[src/pkg/euart_params.svh]
// Constants for the enhanced UART block
// Functional notes
// - Shift mode: data on rx pin, clock on tx pin, 8 bits LSB first, clk/16.
// - 8-bit mode: start, 8 data LSB first, stop; stop bit stored as rx ninth bit.
// - 8-bit and variable 9-bit modes use timer-1 overflow or baud generator.
// - 9-bit mode: start, 8 data, ninth from tx ninth bit, stop; ninth received.
// - Fixed 9-bit mode runs at clk/16 or clk/32, chosen by software.
// - Variable 9-bit mode frames like fixed 9-bit, differing only in rate.
// - Baud generator uses a 16-bit divisor from two byte registers.
// - Baud generator counts on the CPU clock.
// - Rate source: fixed divide, timer-1 overflow, or baud generator.
// - No timer-2 overflow rate source exists.
// - Timer-1 rate is halved when the halve select bit is clear.
// - Framing error in status; control bit 7 shows it when view select is 1.
// - Break flagged when rx is low for 11 consecutive bit times.
// - Detected break can optionally request a device reset.
// - Double buffer: next char follows with one stop bit between.
// - Double buffer disabled: transmitter is conventional single-buffered.
// - Double buffer on: tx interrupt when buffer can accept data.
// - Double buffer on: tx ninth bit buffered together with data byte.
`ifndef EUART_PARAMS_SVH
`define EUART_PARAMS_SVH
`define EU_CLK_HZ 50000000
`define EU_ADDR_CTRL 12'h000
`define EU_ADDR_DATA 12'h004
`define EU_ADDR_STAT 12'h008
`define EU_ADDR_BRGL 12'h00C
`define EU_ADDR_BRGH 12'h010
`define EU_ADDR_PWRC 12'h014
`define EU_CTRL_RST 8'h00
`define EU_STAT_RST 8'h00
`define EU_PWRC_RST 8'h00
`define EU_BRG_RST 8'h00
`define EU_BIT_CTRL_RI 0
`define EU_BIT_CTRL_TI 1
`define EU_BIT_CTRL_RXNB 2
`define EU_BIT_CTRL_TXNB 3
`define EU_BIT_CTRL_REN 4
`define EU_BIT_CTRL_MODE_LO 6
`define EU_BIT_CTRL_MODE_HI 7
`define EU_BIT_STAT_FE 0
`define EU_BIT_STAT_BR 1
`define EU_BIT_STAT_OE 2
`define EU_BIT_STAT_BRST 6
`define EU_BIT_STAT_DBM 7
`define EU_BIT_PWRC_FEVIEW 6
`define EU_BIT_PWRC_HALVE 7
`define EU_BIT_PWRC_T1SEL 0
`define EU_OVS 4'hF
`define EU_BREAK_BITS 4'hB
`endif

[src/pkg/euart_pkg.sv]
// Types for the enhanced UART block
package euart_pkg;
	typedef enum logic [1:0] {
		EU_MODE_SHIFT = 2'b00,
		EU_MODE_U8 = 2'b01,
		EU_MODE_U9F = 2'b10,
		EU_MODE_U9V = 2'b11
	} euart_mode_e;
	typedef enum logic [1:0] {
		EU_TX_IDLE = 2'b00,
		EU_TX_SHIFT = 2'b01
	} euart_txst_e;
	typedef enum logic [1:0] {
		EU_RX_IDLE = 2'b00,
		EU_RX_SHIFT = 2'b01
	} euart_rxst_e;
	typedef struct packed {
		logic [15:0] cnt;
		logic tick;
	} euart_brg_s;
	typedef struct packed {
		logic [3:0] phase;
		logic [4:0] fix_cnt;
		logic t1_half;
		logic tick16;
	} euart_rate_s;
endpackage

[src/euart_top.sv]
// Enhanced UART with APB registers
`timescale 1ns/100ps
`include "euart_params.svh"
module euart_top (
	input wire logic sys_clk_i, // CPU clock
	input wire logic srst_i, // Sync reset
	input wire logic psel_i, // APB select
	input wire logic penable_i, // APB enable
	input wire logic pwrite_i, // APB write
	input wire logic [11:0] paddr_i, // APB address
	input wire logic [31:0] pwdata_i, // APB write data
	output logic [31:0] prdata_o, // APB read data
	output logic pready_o, // APB ready
	output logic pslverr_o, // APB error
	input wire logic rxd_i, // Receive pin input
	output logic rxd_o, // Receive pin output
	output logic rxd_oe_o, // Receive pin enable
	output logic txd_o, // Transmit pin
	input wire logic t1_ovf_i, // Timer-1 overflow pulse
	output logic tx_irq_o, // Transmit event flag
	output logic rx_irq_o, // Receive event flag
	output logic break_rst_o // Break reset request
);
	typedef struct packed {
		logic [7:0] ctrl;
		logic [7:0] stat;
		logic [7:0] pwrc;
		logic [15:0] brg;
		logic [31:0] prdata;
		logic pready;
		logic pslverr;
		euart_pkg::euart_txst_e txst;
		logic [10:0] tx_sh;
		logic [3:0] tx_bits;
		logic [3:0] tx_ph;
		logic [8:0] tx_buf;
		logic tx_full;
		logic txd;
		euart_pkg::euart_rxst_e rxst;
		logic [9:0] rx_sh;
		logic [3:0] rx_bits;
		logic [3:0] rx_ph;
		logic [7:0] rx_data;
		logic rxd_prev;
		logic [3:0] brk_bits;
		logic [3:0] brk_ph;
		logic rxo;
		logic rxoe;
		logic brst;
	} st_s;
	st_s q, d;
	logic tick16;
	logic brg_tick;
	logic [1:0] mode;
	logic dbm;
	logic [3:0] nbits;
	logic wr;
	logic rd;
	logic wr_data;
	logic tx_done;
	logic rx_done;
	logic [10:0] frame;
	//----------------------------------------
	// Rate generation
	//----------------------------------------
	euart_brg u_brg (
		.sys_clk_i(sys_clk_i),
		.srst_i(srst_i),
		.divisor_i(q.brg),
		.tick_o(brg_tick)
	);
	euart_rate u_rate (
		.sys_clk_i(sys_clk_i),
		.srst_i(srst_i),
		.mode_i(mode),
		.halve_sel_i(q.pwrc[`EU_BIT_PWRC_HALVE]),
		.t1_sel_i(q.pwrc[`EU_BIT_PWRC_T1SEL]),
		.t1_ovf_i(t1_ovf_i),
		.brg_tick_i(brg_tick),
		.tick16_o(tick16)
	);
	assign mode = {q.ctrl[`EU_BIT_CTRL_MODE_HI], q.ctrl[`EU_BIT_CTRL_MODE_LO]};
	assign dbm = q.stat[`EU_BIT_STAT_DBM];
	// Frame bits after start: 8 for shift, 9 for 8-bit (data and stop), 10 for 9-bit (data, ninth and stop)
	assign nbits = (mode == 2'b00) ? 4'h8 : ((mode == 2'b01) ? 4'h9 : 4'hA);
	assign wr = psel_i & penable_i & pwrite_i & ~q.pready;
	assign rd = psel_i & penable_i & ~pwrite_i & ~q.pready;
	assign wr_data = wr & (paddr_i == `EU_ADDR_DATA);
	always_comb begin
		d = q;
		d.pready = 1'b0;
		d.pslverr = 1'b0;
		tx_done = 1'b0;
		rx_done = 1'b0;
		frame = '0;
		//----------------------------------------
		// APB slave, one wait state
		//----------------------------------------
		if (psel_i & penable_i & ~q.pready) begin
			d.pready = 1'b1;
			d.prdata = 32'h0000_0000;
			unique case (paddr_i)
				`EU_ADDR_CTRL: begin
					if (wr) begin
						d.ctrl = pwdata_i[7:0];
						if (q.pwrc[`EU_BIT_PWRC_FEVIEW]) begin
							d.ctrl[`EU_BIT_CTRL_MODE_HI] = q.ctrl[`EU_BIT_CTRL_MODE_HI];
							if (~pwdata_i[7]) begin
								d.stat[`EU_BIT_STAT_FE] = 1'b0;
							end
						end
					end
					d.prdata[7:0] = q.ctrl;
					if (q.pwrc[`EU_BIT_PWRC_FEVIEW]) begin
						d.prdata[7] = q.stat[`EU_BIT_STAT_FE];
					end
				end
				`EU_ADDR_DATA: begin
					d.prdata[7:0] = q.rx_data;
				end
				`EU_ADDR_STAT: begin
					if (wr) begin
						d.stat = (pwdata_i[7:0] & q.stat) | (pwdata_i[7:0] & 8'hC0);
					end
					d.prdata[7:0] = q.stat;
				end
				`EU_ADDR_BRGL: begin
					if (wr) begin
						d.brg[7:0] = pwdata_i[7:0];
					end
					d.prdata[7:0] = q.brg[7:0];
				end
				`EU_ADDR_BRGH: begin
					if (wr) begin
						d.brg[15:8] = pwdata_i[7:0];
					end
					d.prdata[7:0] = q.brg[15:8];
				end
				`EU_ADDR_PWRC: begin
					if (wr) begin
						d.pwrc = pwdata_i[7:0];
					end
					d.prdata[7:0] = q.pwrc;
				end
				default: begin
					d.pslverr = 1'b1;
				end
			endcase
		end
		//----------------------------------------
		// Transmitter
		//----------------------------------------
		if (wr_data) begin
			// Ninth bit captured with the byte
			d.tx_buf = {q.ctrl[`EU_BIT_CTRL_TXNB], pwdata_i[7:0]};
			d.tx_full = 1'b1;
			if (dbm) begin
				d.ctrl[`EU_BIT_CTRL_TI] = 1'b0;
			end
		end
		unique case (q.txst)
			euart_pkg::EU_TX_IDLE: begin
				d.txd = 1'b1;
				d.rxoe = 1'b0;
				if (q.tx_full & tick16) begin
					d.tx_full = wr_data;
					d.txst = euart_pkg::EU_TX_SHIFT;
					d.tx_ph = 4'h0;
					d.tx_bits = 4'h0;
					if (mode == 2'b00) begin
						d.tx_sh = {3'b111, q.tx_buf[7:0]};
						d.rxoe = 1'b1;
						d.rxo = q.tx_buf[0];
					end else if (mode == 2'b01) begin
						d.tx_sh = {2'b11, q.tx_buf[7:0], 1'b0};
						d.txd = 1'b0;
					end else begin
						d.tx_sh = {1'b1, q.tx_buf[8:0], 1'b0};
						d.txd = 1'b0;
					end
					if (dbm) begin
						d.ctrl[`EU_BIT_CTRL_TI] = 1'b1;
					end
				end
			end
			euart_pkg::EU_TX_SHIFT: begin
				if (tick16) begin
					d.tx_ph = q.tx_ph + 4'h1;
					if (mode == 2'b00) begin
						d.txd = q.tx_ph[3];
					end
					if (q.tx_ph == `EU_OVS) begin
						d.tx_sh = {1'b1, q.tx_sh[10:1]};
						d.tx_bits = q.tx_bits + 4'h1;
						if (mode == 2'b00) begin
							d.rxo = q.tx_sh[1];
						end else if (~dbm && mode[1] && q.tx_bits == 4'h8) begin
							d.txd = q.ctrl[`EU_BIT_CTRL_TXNB];
						end else begin
							d.txd = q.tx_sh[1];
						end
						if (q.tx_bits == nbits - ((mode == 2'b00) ? 4'h1 : 4'h0)) begin
							tx_done = 1'b1;
						end
					end
				end
				if (tx_done) begin
					d.txst = euart_pkg::EU_TX_IDLE;
					d.txd = 1'b1;
					if (~dbm) begin
						d.ctrl[`EU_BIT_CTRL_TI] = 1'b1;
					end
				end
			end
			default: begin
				d.txst = euart_pkg::EU_TX_IDLE;
			end
		endcase
		// Back-to-back char when buffer loaded in time
		if (tx_done & q.tx_full & dbm & (mode != 2'b00)) begin
			d.txst = euart_pkg::EU_TX_SHIFT;
			d.tx_full = 1'b0;
			d.tx_ph = 4'h0;
			d.tx_bits = 4'h0;
			d.txd = 1'b0;
			frame = (mode == 2'b01) ? {2'b11, q.tx_buf[7:0], 1'b0} : {1'b1, q.tx_buf, 1'b0};
			d.tx_sh = frame;
			d.ctrl[`EU_BIT_CTRL_TI] = 1'b1;
		end
		//----------------------------------------
		// Receiver
		//----------------------------------------
		if (tick16) begin
			d.rxd_prev = rxd_i;
		end
		unique case (q.rxst)
			euart_pkg::EU_RX_IDLE: begin
				if (tick16 & q.ctrl[`EU_BIT_CTRL_REN] & (mode != 2'b00) & q.rxd_prev & ~rxd_i) begin
					d.rxst = euart_pkg::EU_RX_SHIFT;
					d.rx_ph = 4'h1;
					d.rx_bits = 4'h0;
				end
			end
			euart_pkg::EU_RX_SHIFT: begin
				if (tick16) begin
					d.rx_ph = q.rx_ph + 4'h1;
					if (q.rx_ph == 4'h7) begin
						d.rx_sh = {rxd_i, q.rx_sh[9:1]};
						d.rx_bits = q.rx_bits + 4'h1;
						if (q.rx_bits == 4'h0 && rxd_i) begin
							d.rxst = euart_pkg::EU_RX_IDLE;
						end
						if (q.rx_bits == nbits) begin
							rx_done = 1'b1;
						end
					end
				end
				if (rx_done) begin
					d.rxst = euart_pkg::EU_RX_IDLE;
					d.ctrl[`EU_BIT_CTRL_RI] = 1'b1;
					if (mode == 2'b01) begin
						d.rx_data = q.rx_sh[9:2];
						d.ctrl[`EU_BIT_CTRL_RXNB] = rxd_i;
					end else begin
						d.rx_data = q.rx_sh[8:1];
						d.ctrl[`EU_BIT_CTRL_RXNB] = q.rx_sh[9];
					end
					if (~rxd_i) begin
						d.stat[`EU_BIT_STAT_FE] = 1'b1;
					end
				end
			end
			default: begin
				d.rxst = euart_pkg::EU_RX_IDLE;
			end
		endcase
		//----------------------------------------
		// Break detection
		//----------------------------------------
		if (tick16) begin
			if (rxd_i) begin
				d.brk_ph = 4'h0;
				d.brk_bits = 4'h0;
			end else begin
				d.brk_ph = q.brk_ph + 4'h1;
				if (q.brk_ph == `EU_OVS && q.brk_bits != `EU_BREAK_BITS) begin
					d.brk_bits = q.brk_bits + 4'h1;
					if (q.brk_bits == `EU_BREAK_BITS - 4'h1) begin
						d.stat[`EU_BIT_STAT_BR] = 1'b1;
						d.brst = q.stat[`EU_BIT_STAT_BRST];
					end
				end
			end
		end
	end
	always_ff @(posedge sys_clk_i) begin
		if (srst_i) begin
			q <= '0;
			q.ctrl <= `EU_CTRL_RST;
			q.stat <= `EU_STAT_RST;
			q.pwrc <= `EU_PWRC_RST;
			q.txd <= 1'b1;
			q.rxd_prev <= 1'b1;
		end else begin
			q <= d;
		end
	end
	assign prdata_o = q.prdata;
	assign pready_o = q.pready;
	assign pslverr_o = q.pslverr;
	assign txd_o = q.txd;
	assign rxd_o = q.rxo;
	assign rxd_oe_o = q.rxoe;
	assign tx_irq_o = q.ctrl[`EU_BIT_CTRL_TI];
	assign rx_irq_o = q.ctrl[`EU_BIT_CTRL_RI];
	assign break_rst_o = q.brst;
endmodule

[src/euart_brg.sv]
// Independent 16-bit baud generator on the CPU clock
`timescale 1ns/100ps
`include "euart_params.svh"
module euart_brg (
	input wire logic sys_clk_i, // CPU clock
	input wire logic srst_i, // Sync reset
	input wire logic [15:0] divisor_i, // Combined divisor
	output logic tick_o // Oversample tick
);
	euart_pkg::euart_brg_s st_q, st_d;
	always_comb begin
		st_d = st_q;
		st_d.tick = 1'b0;
		if (st_q.cnt == 16'h0000) begin
			st_d.cnt = divisor_i;
			st_d.tick = 1'b1;
		end else begin
			st_d.cnt = st_q.cnt - 16'h0001;
		end
	end
	always_ff @(posedge sys_clk_i) begin
		if (srst_i) begin
			st_q <= '0;
		end else begin
			st_q <= st_d;
		end
	end
	assign tick_o = st_q.tick;
endmodule

[src/euart_rate.sv]
// Rate selection producing the 16x oversample tick
`timescale 1ns/100ps
`include "euart_params.svh"
module euart_rate (
	input wire logic sys_clk_i, // CPU clock
	input wire logic srst_i, // Sync reset
	input wire logic [1:0] mode_i, // Serial mode
	input wire logic halve_sel_i, // Timer baud halve select
	input wire logic t1_sel_i, // 1 selects timer-1 overflow
	input wire logic t1_ovf_i, // Timer-1 overflow pulse
	input wire logic brg_tick_i, // Baud generator tick
	output logic tick16_o // Oversample tick
);
	euart_pkg::euart_rate_s st_q, st_d;
	logic src_tick;
	always_comb begin
		st_d = st_q;
		st_d.tick16 = 1'b0;
		src_tick = 1'b0;
		st_d.fix_cnt = st_q.fix_cnt + 5'h01;
		// No timer-2 source exists
		unique case (euart_pkg::euart_mode_e'(mode_i))
			euart_pkg::EU_MODE_SHIFT: begin
				src_tick = 1'b1;
			end
			euart_pkg::EU_MODE_U9F: begin
				// 16x tick at clk/16 or clk/32 bit rates
				src_tick = halve_sel_i ? 1'b1 : st_q.fix_cnt[0];
			end
			euart_pkg::EU_MODE_U8, euart_pkg::EU_MODE_U9V: begin
				if (t1_sel_i) begin
					if (t1_ovf_i) begin
						st_d.t1_half = ~st_q.t1_half;
						src_tick = halve_sel_i | st_q.t1_half;
					end
				end else begin
					src_tick = brg_tick_i;
				end
			end
		endcase
		st_d.tick16 = src_tick;
	end
	always_ff @(posedge sys_clk_i) begin
		if (srst_i) begin
			st_q <= '0;
		end else begin
			st_q <= st_d;
		end
	end
	assign tick16_o = st_q.tick16;
endmodule

[config.mk]
export PLATFORM = sky130hd
export DESIGN_NAME = euart_top
export DESIGN_NICKNAME = d
export VERILOG_FILES = /design/src/pkg/euart_pkg.sv /design/src/euart_top.sv /design/src/euart_brg.sv /design/src/euart_rate.sv
export VERILOG_INCLUDE_DIRS = /design/src /design/src/pkg
export SDC_FILE = /design/constraint.sdc
export NUM_CORES = 1
export LEC_CHECK = 0
export BUFFER_PORTS_ARGS = -buffer_cell sky130_fd_sc_hd__buf_2
export CORE_MARGIN = 5
export CORE_UTILIZATION = 58
export CTS_CLUSTER_SIZE = 25
export DETAILED_ROUTE_END_ITERATION = 10
export MAX_ROUTING_LAYER = met4
export PLACE_DENSITY = 0.8
export SETUP_SLACK_MARGIN = 0.1
export SKIP_LAST_GASP = 1
export SYNTH_ARGS = -nofsm -noshare
export SYNTH_HDL_FRONTEND = slang
export SYNTH_SLANG_ARGS = --single-unit
[constraint.sdc]
create_clock -name sys_clk_i -period 2.1 [get_ports sys_clk_i]
set_input_delay 0.21 -clock sys_clk_i [delete_from_list [all_inputs] [get_ports sys_clk_i]]
set_output_delay 0.21 -clock sys_clk_i [all_outputs]
set_load 0.02 [all_outputs]
==> results.json <==
{
  "finalHoldViolations": 0,
  "numCtsBuffers": 17,
  "regArea_um2": 2770,
  "syn_to_final_growth_pct": 14.4,
  "insertion_delay_ns": 0.42,
  "drc": 0,
  "path_cells": "ha_2 > and4_2 > and2_1 > o211ai_1 > buf_4 > mux2_2 > nor2_1",
  "start_util_pct": 59.5,
  "status": "finished clean",
  "num_rows": 39,
  "clk_path_buf_depth": 2,
  "wl_per_cell_um": 17.4,
  "yosysSeqAreaShare_pct": 40.3,
  "start_kind": "flip-flop",
  "clk_pin_slew_worst_paths_ns": 0.05,
  "drv_slew": 0,
  "syn_avg_cell_area_um2": 8.63,
  "num_vias": 5958,
  "period_minus_slack_ns": 1.93,
  "rsz0062_at_grt": "yes",
  "ios": 91,
  "synth_edf_count": 0,
  "mostFrequentLayoutCells": "dfxtp_1 (132), nor2_1 (115), mux2i_1 (66)",
  "ys_seq_elements": 138,
  "cts_sinks": 138,
  "finalSetupViolations": 0,
  "io_buffers": 42,
  "grt_overflow": 0,
  "crit_path_end_kind": "flip-flop",
  "grt_usage_pct": 24.8,
  "antenna_found_initial": 3,
  "viasPerCell": 6.02,
  "ys_warn_count": 0,
  "wl_um": 17200,
  "cts_tree": "built",
  "syn-instance-count": 794,
  "slowest_stage": "mux2_2",
  "yosysUniqueCellTypes": 70,
  "worstPathArrival_ns": 2.29,
  "power_density_nw_per_um2": 915,
  "fin_crit_sh_pct": 92.1,
  "placed_area_um2": 7130,
  "drive_gt1_share_pct": 16.5,
  "grt_max_degree": 36,
  "htreeDepth": 4,
  "crit_type": "flip-flop to flip-flop",
  "hp-class": "primary input to flip-flop",
  "ys.flop_type": "dfxtp_1",
  "cp.required_ns": 2.46,
  "layout_commonest_cell": "dfxtp_1",
  "ctsHoldBuffers": 0,
  "dieArea_um2": 14100,
  "synth_top_cell_by_area": "dfxtp_1",
  "grt_pass1_wl_um": 27600,
  "multiInputGateArea_um2": 3720,
  "setup_tns_ns": 0,
  "die_height_um": 119,
  "syn_area_um2": 6850,
  "drv_cap": 0,
  "nFillCells": 895,
  "grt_pass1_vias": 5593,
  "gp_congestion": 0.963,
  "dieWidth_um": 119,
  "dp_hpwl_um": 11700,
  "async_flop_share_pct": 0,
  "final_area_um2": 7840,
  "core_area_um2": 11500,
  "synth_top_area_share_pct": 40.3,
  "cts_root_buf": "clkbuf_16",
  "clock_skew_ns": 0.00789,
  "slowest_delay_ns": 0.34,
  "first_iter_violations": 524,
  "vdd_drop_max_mv": 0.637,
  "yosys-top-cells-area": "dfxtp_1 (40%), mux2i_1 (9.6%), nor2_1 (6.3%)",
  "cp_max_fo": 5,
  "nets": 893,
  "detail-route-antenna-nets": 0,
  "clock.fmax_ghz": 0.517,
  "leakage_nw": 3.02,
  "firstDrtPassIters": 5
}
-- Yosys cell counts (3+ instances only) --
cell        n
a211oi_1   32
o21ai_0    10
nor4b_1     3
nor2_1    115
and4_1      3
mux2i_1    66
nor2b_1    11
o22ai_1     6
ha_1       11
nor3_1     29
buf_4      33
and2_1      4
nor3b_1     7
buf_2      12
a311oi_1    5
a21oi_1    61
and3_1      3
mux2_2      4
nand3_1    23
a221oi_1    8
inv_1      14
nand3b_1    6
clkbuf_1   33
a22oi_1     5
dfxtp_1   138
xnor2_1    13
buf_1       5
a31oi_1     5
nand4_1     8
nand2b_1    4
nand2_1    53
xor2_1     10
or3_1       3
nor4_1      5
-- timing repair --
action                     4_1_cts  5_1_grt
setup endpoints to repair        2       30
cloned                           0        3
setup buffers                    0        3
pin swaps                        0        3
hold endpoints to repair         0        0
resized for setup                1       23
-- area by class of cell --
class / count / area share [%]
diodes: 3 / 0.0958
clock buffers: 23 / 6.23
clock inverters: 8 / 1.18
inverters: 15 / 0.718
multi-input cells: 580 / 47.5
flip-flops and latches: 138 / 35.3
well taps: 143 / 2.28
repair buffers: 79 / 6.64
-- worst max-delay path, delay by kind of cell, from the launching register on --
family / cells / cell delay, ns
AND/OR/NAND/NOR: 3 / 0.53
multiplexers: 1 / 0.34
flip-flops: 1 / 0.33
buffers and inverters: 1 / 0.25
AO/OA/AOI/OAI: 1 / 0.22
adder cells (fa/ha/maj): 1 / 0.20
-- registers in the layout, indices dropped and copies added, names as in the netlist --
name and count:
u_rate.tick16_o 1, break_rst_o 1, u_brg.st_q 16, pready_o 1, rxd_o 1, dbm 1
u_rate.st_q 2, rx_irq_o 1, q 99, tx_irq_o 1, pslverr_o 1, rxd_oe_o 1
prdata_o 8, txd_o 1, mode 2, u_brg.tick_o 1
-- per-stage QoR --
stage	hold slack (ns)	total power (W)	utilization, %	setup slack, ns	std cells
floorplan	0.354	0.00394	-	0.253	817
global placement	0.404	0.00414	61.9	0.102	949
detailed placement	0.432	0.00422	61.9	0.0406	949
CTS	0.132	0.00715	67.0	0.107	980
global route	0.142	0.00749	68.1	0.0417	989
finish	0.143	0.00717	68.1	0.166	989
-- metal layers --
layer  share of wire [%]  vias to the layer above  global-route usage [%]  wire (um)
met2                  47                      236                    38.1       8000
met4                 3.1                        0                    10.9        532
met3                 6.4                       51                    5.92       1100
li1                    -                     2840                       -          -
met1                  44                     2831                    31.3       7540
met5                   0                        -                       -          0
-- power breakdown --
part | internal (W) | switching [W]
registers | 0.00278 | 0.000182
clock network | 0.00185 | 0.00107
logic | 0.000533 | 0.000748
total | 0.00517 | 0.00200
-- kinds of logic (layout without fill, tap and decap cells) --
logic type	after synthesis	count (layout)	synth area share, %
AO/OA/AOI/OAI	155	155	14.7
XOR/XNOR	23	23	2.94
adder cells (fa/ha/maj)	11	11	2.01
buffers and inverters	99	125	7.47
flip-flops	138	138	40.3
multiplexers	70	70	10.3
other	1	27	0.0548
AND/OR/NAND/NOR	297	297	22.2
-- worst paths after layout --
path	endpoint	slack [ns]	start	cells after the start
min	mode[0]	0.14	pwdata_i[6]	3
max reg2reg	q[68]	0.17	q[51]	7
min reg2reg	u_rate.st_q[2]	0.45	u_rate.st_q[2]	1
max	q[68]	0.17	q[51]	7
No activity file was read; power rests on OpenSTA's default activity.
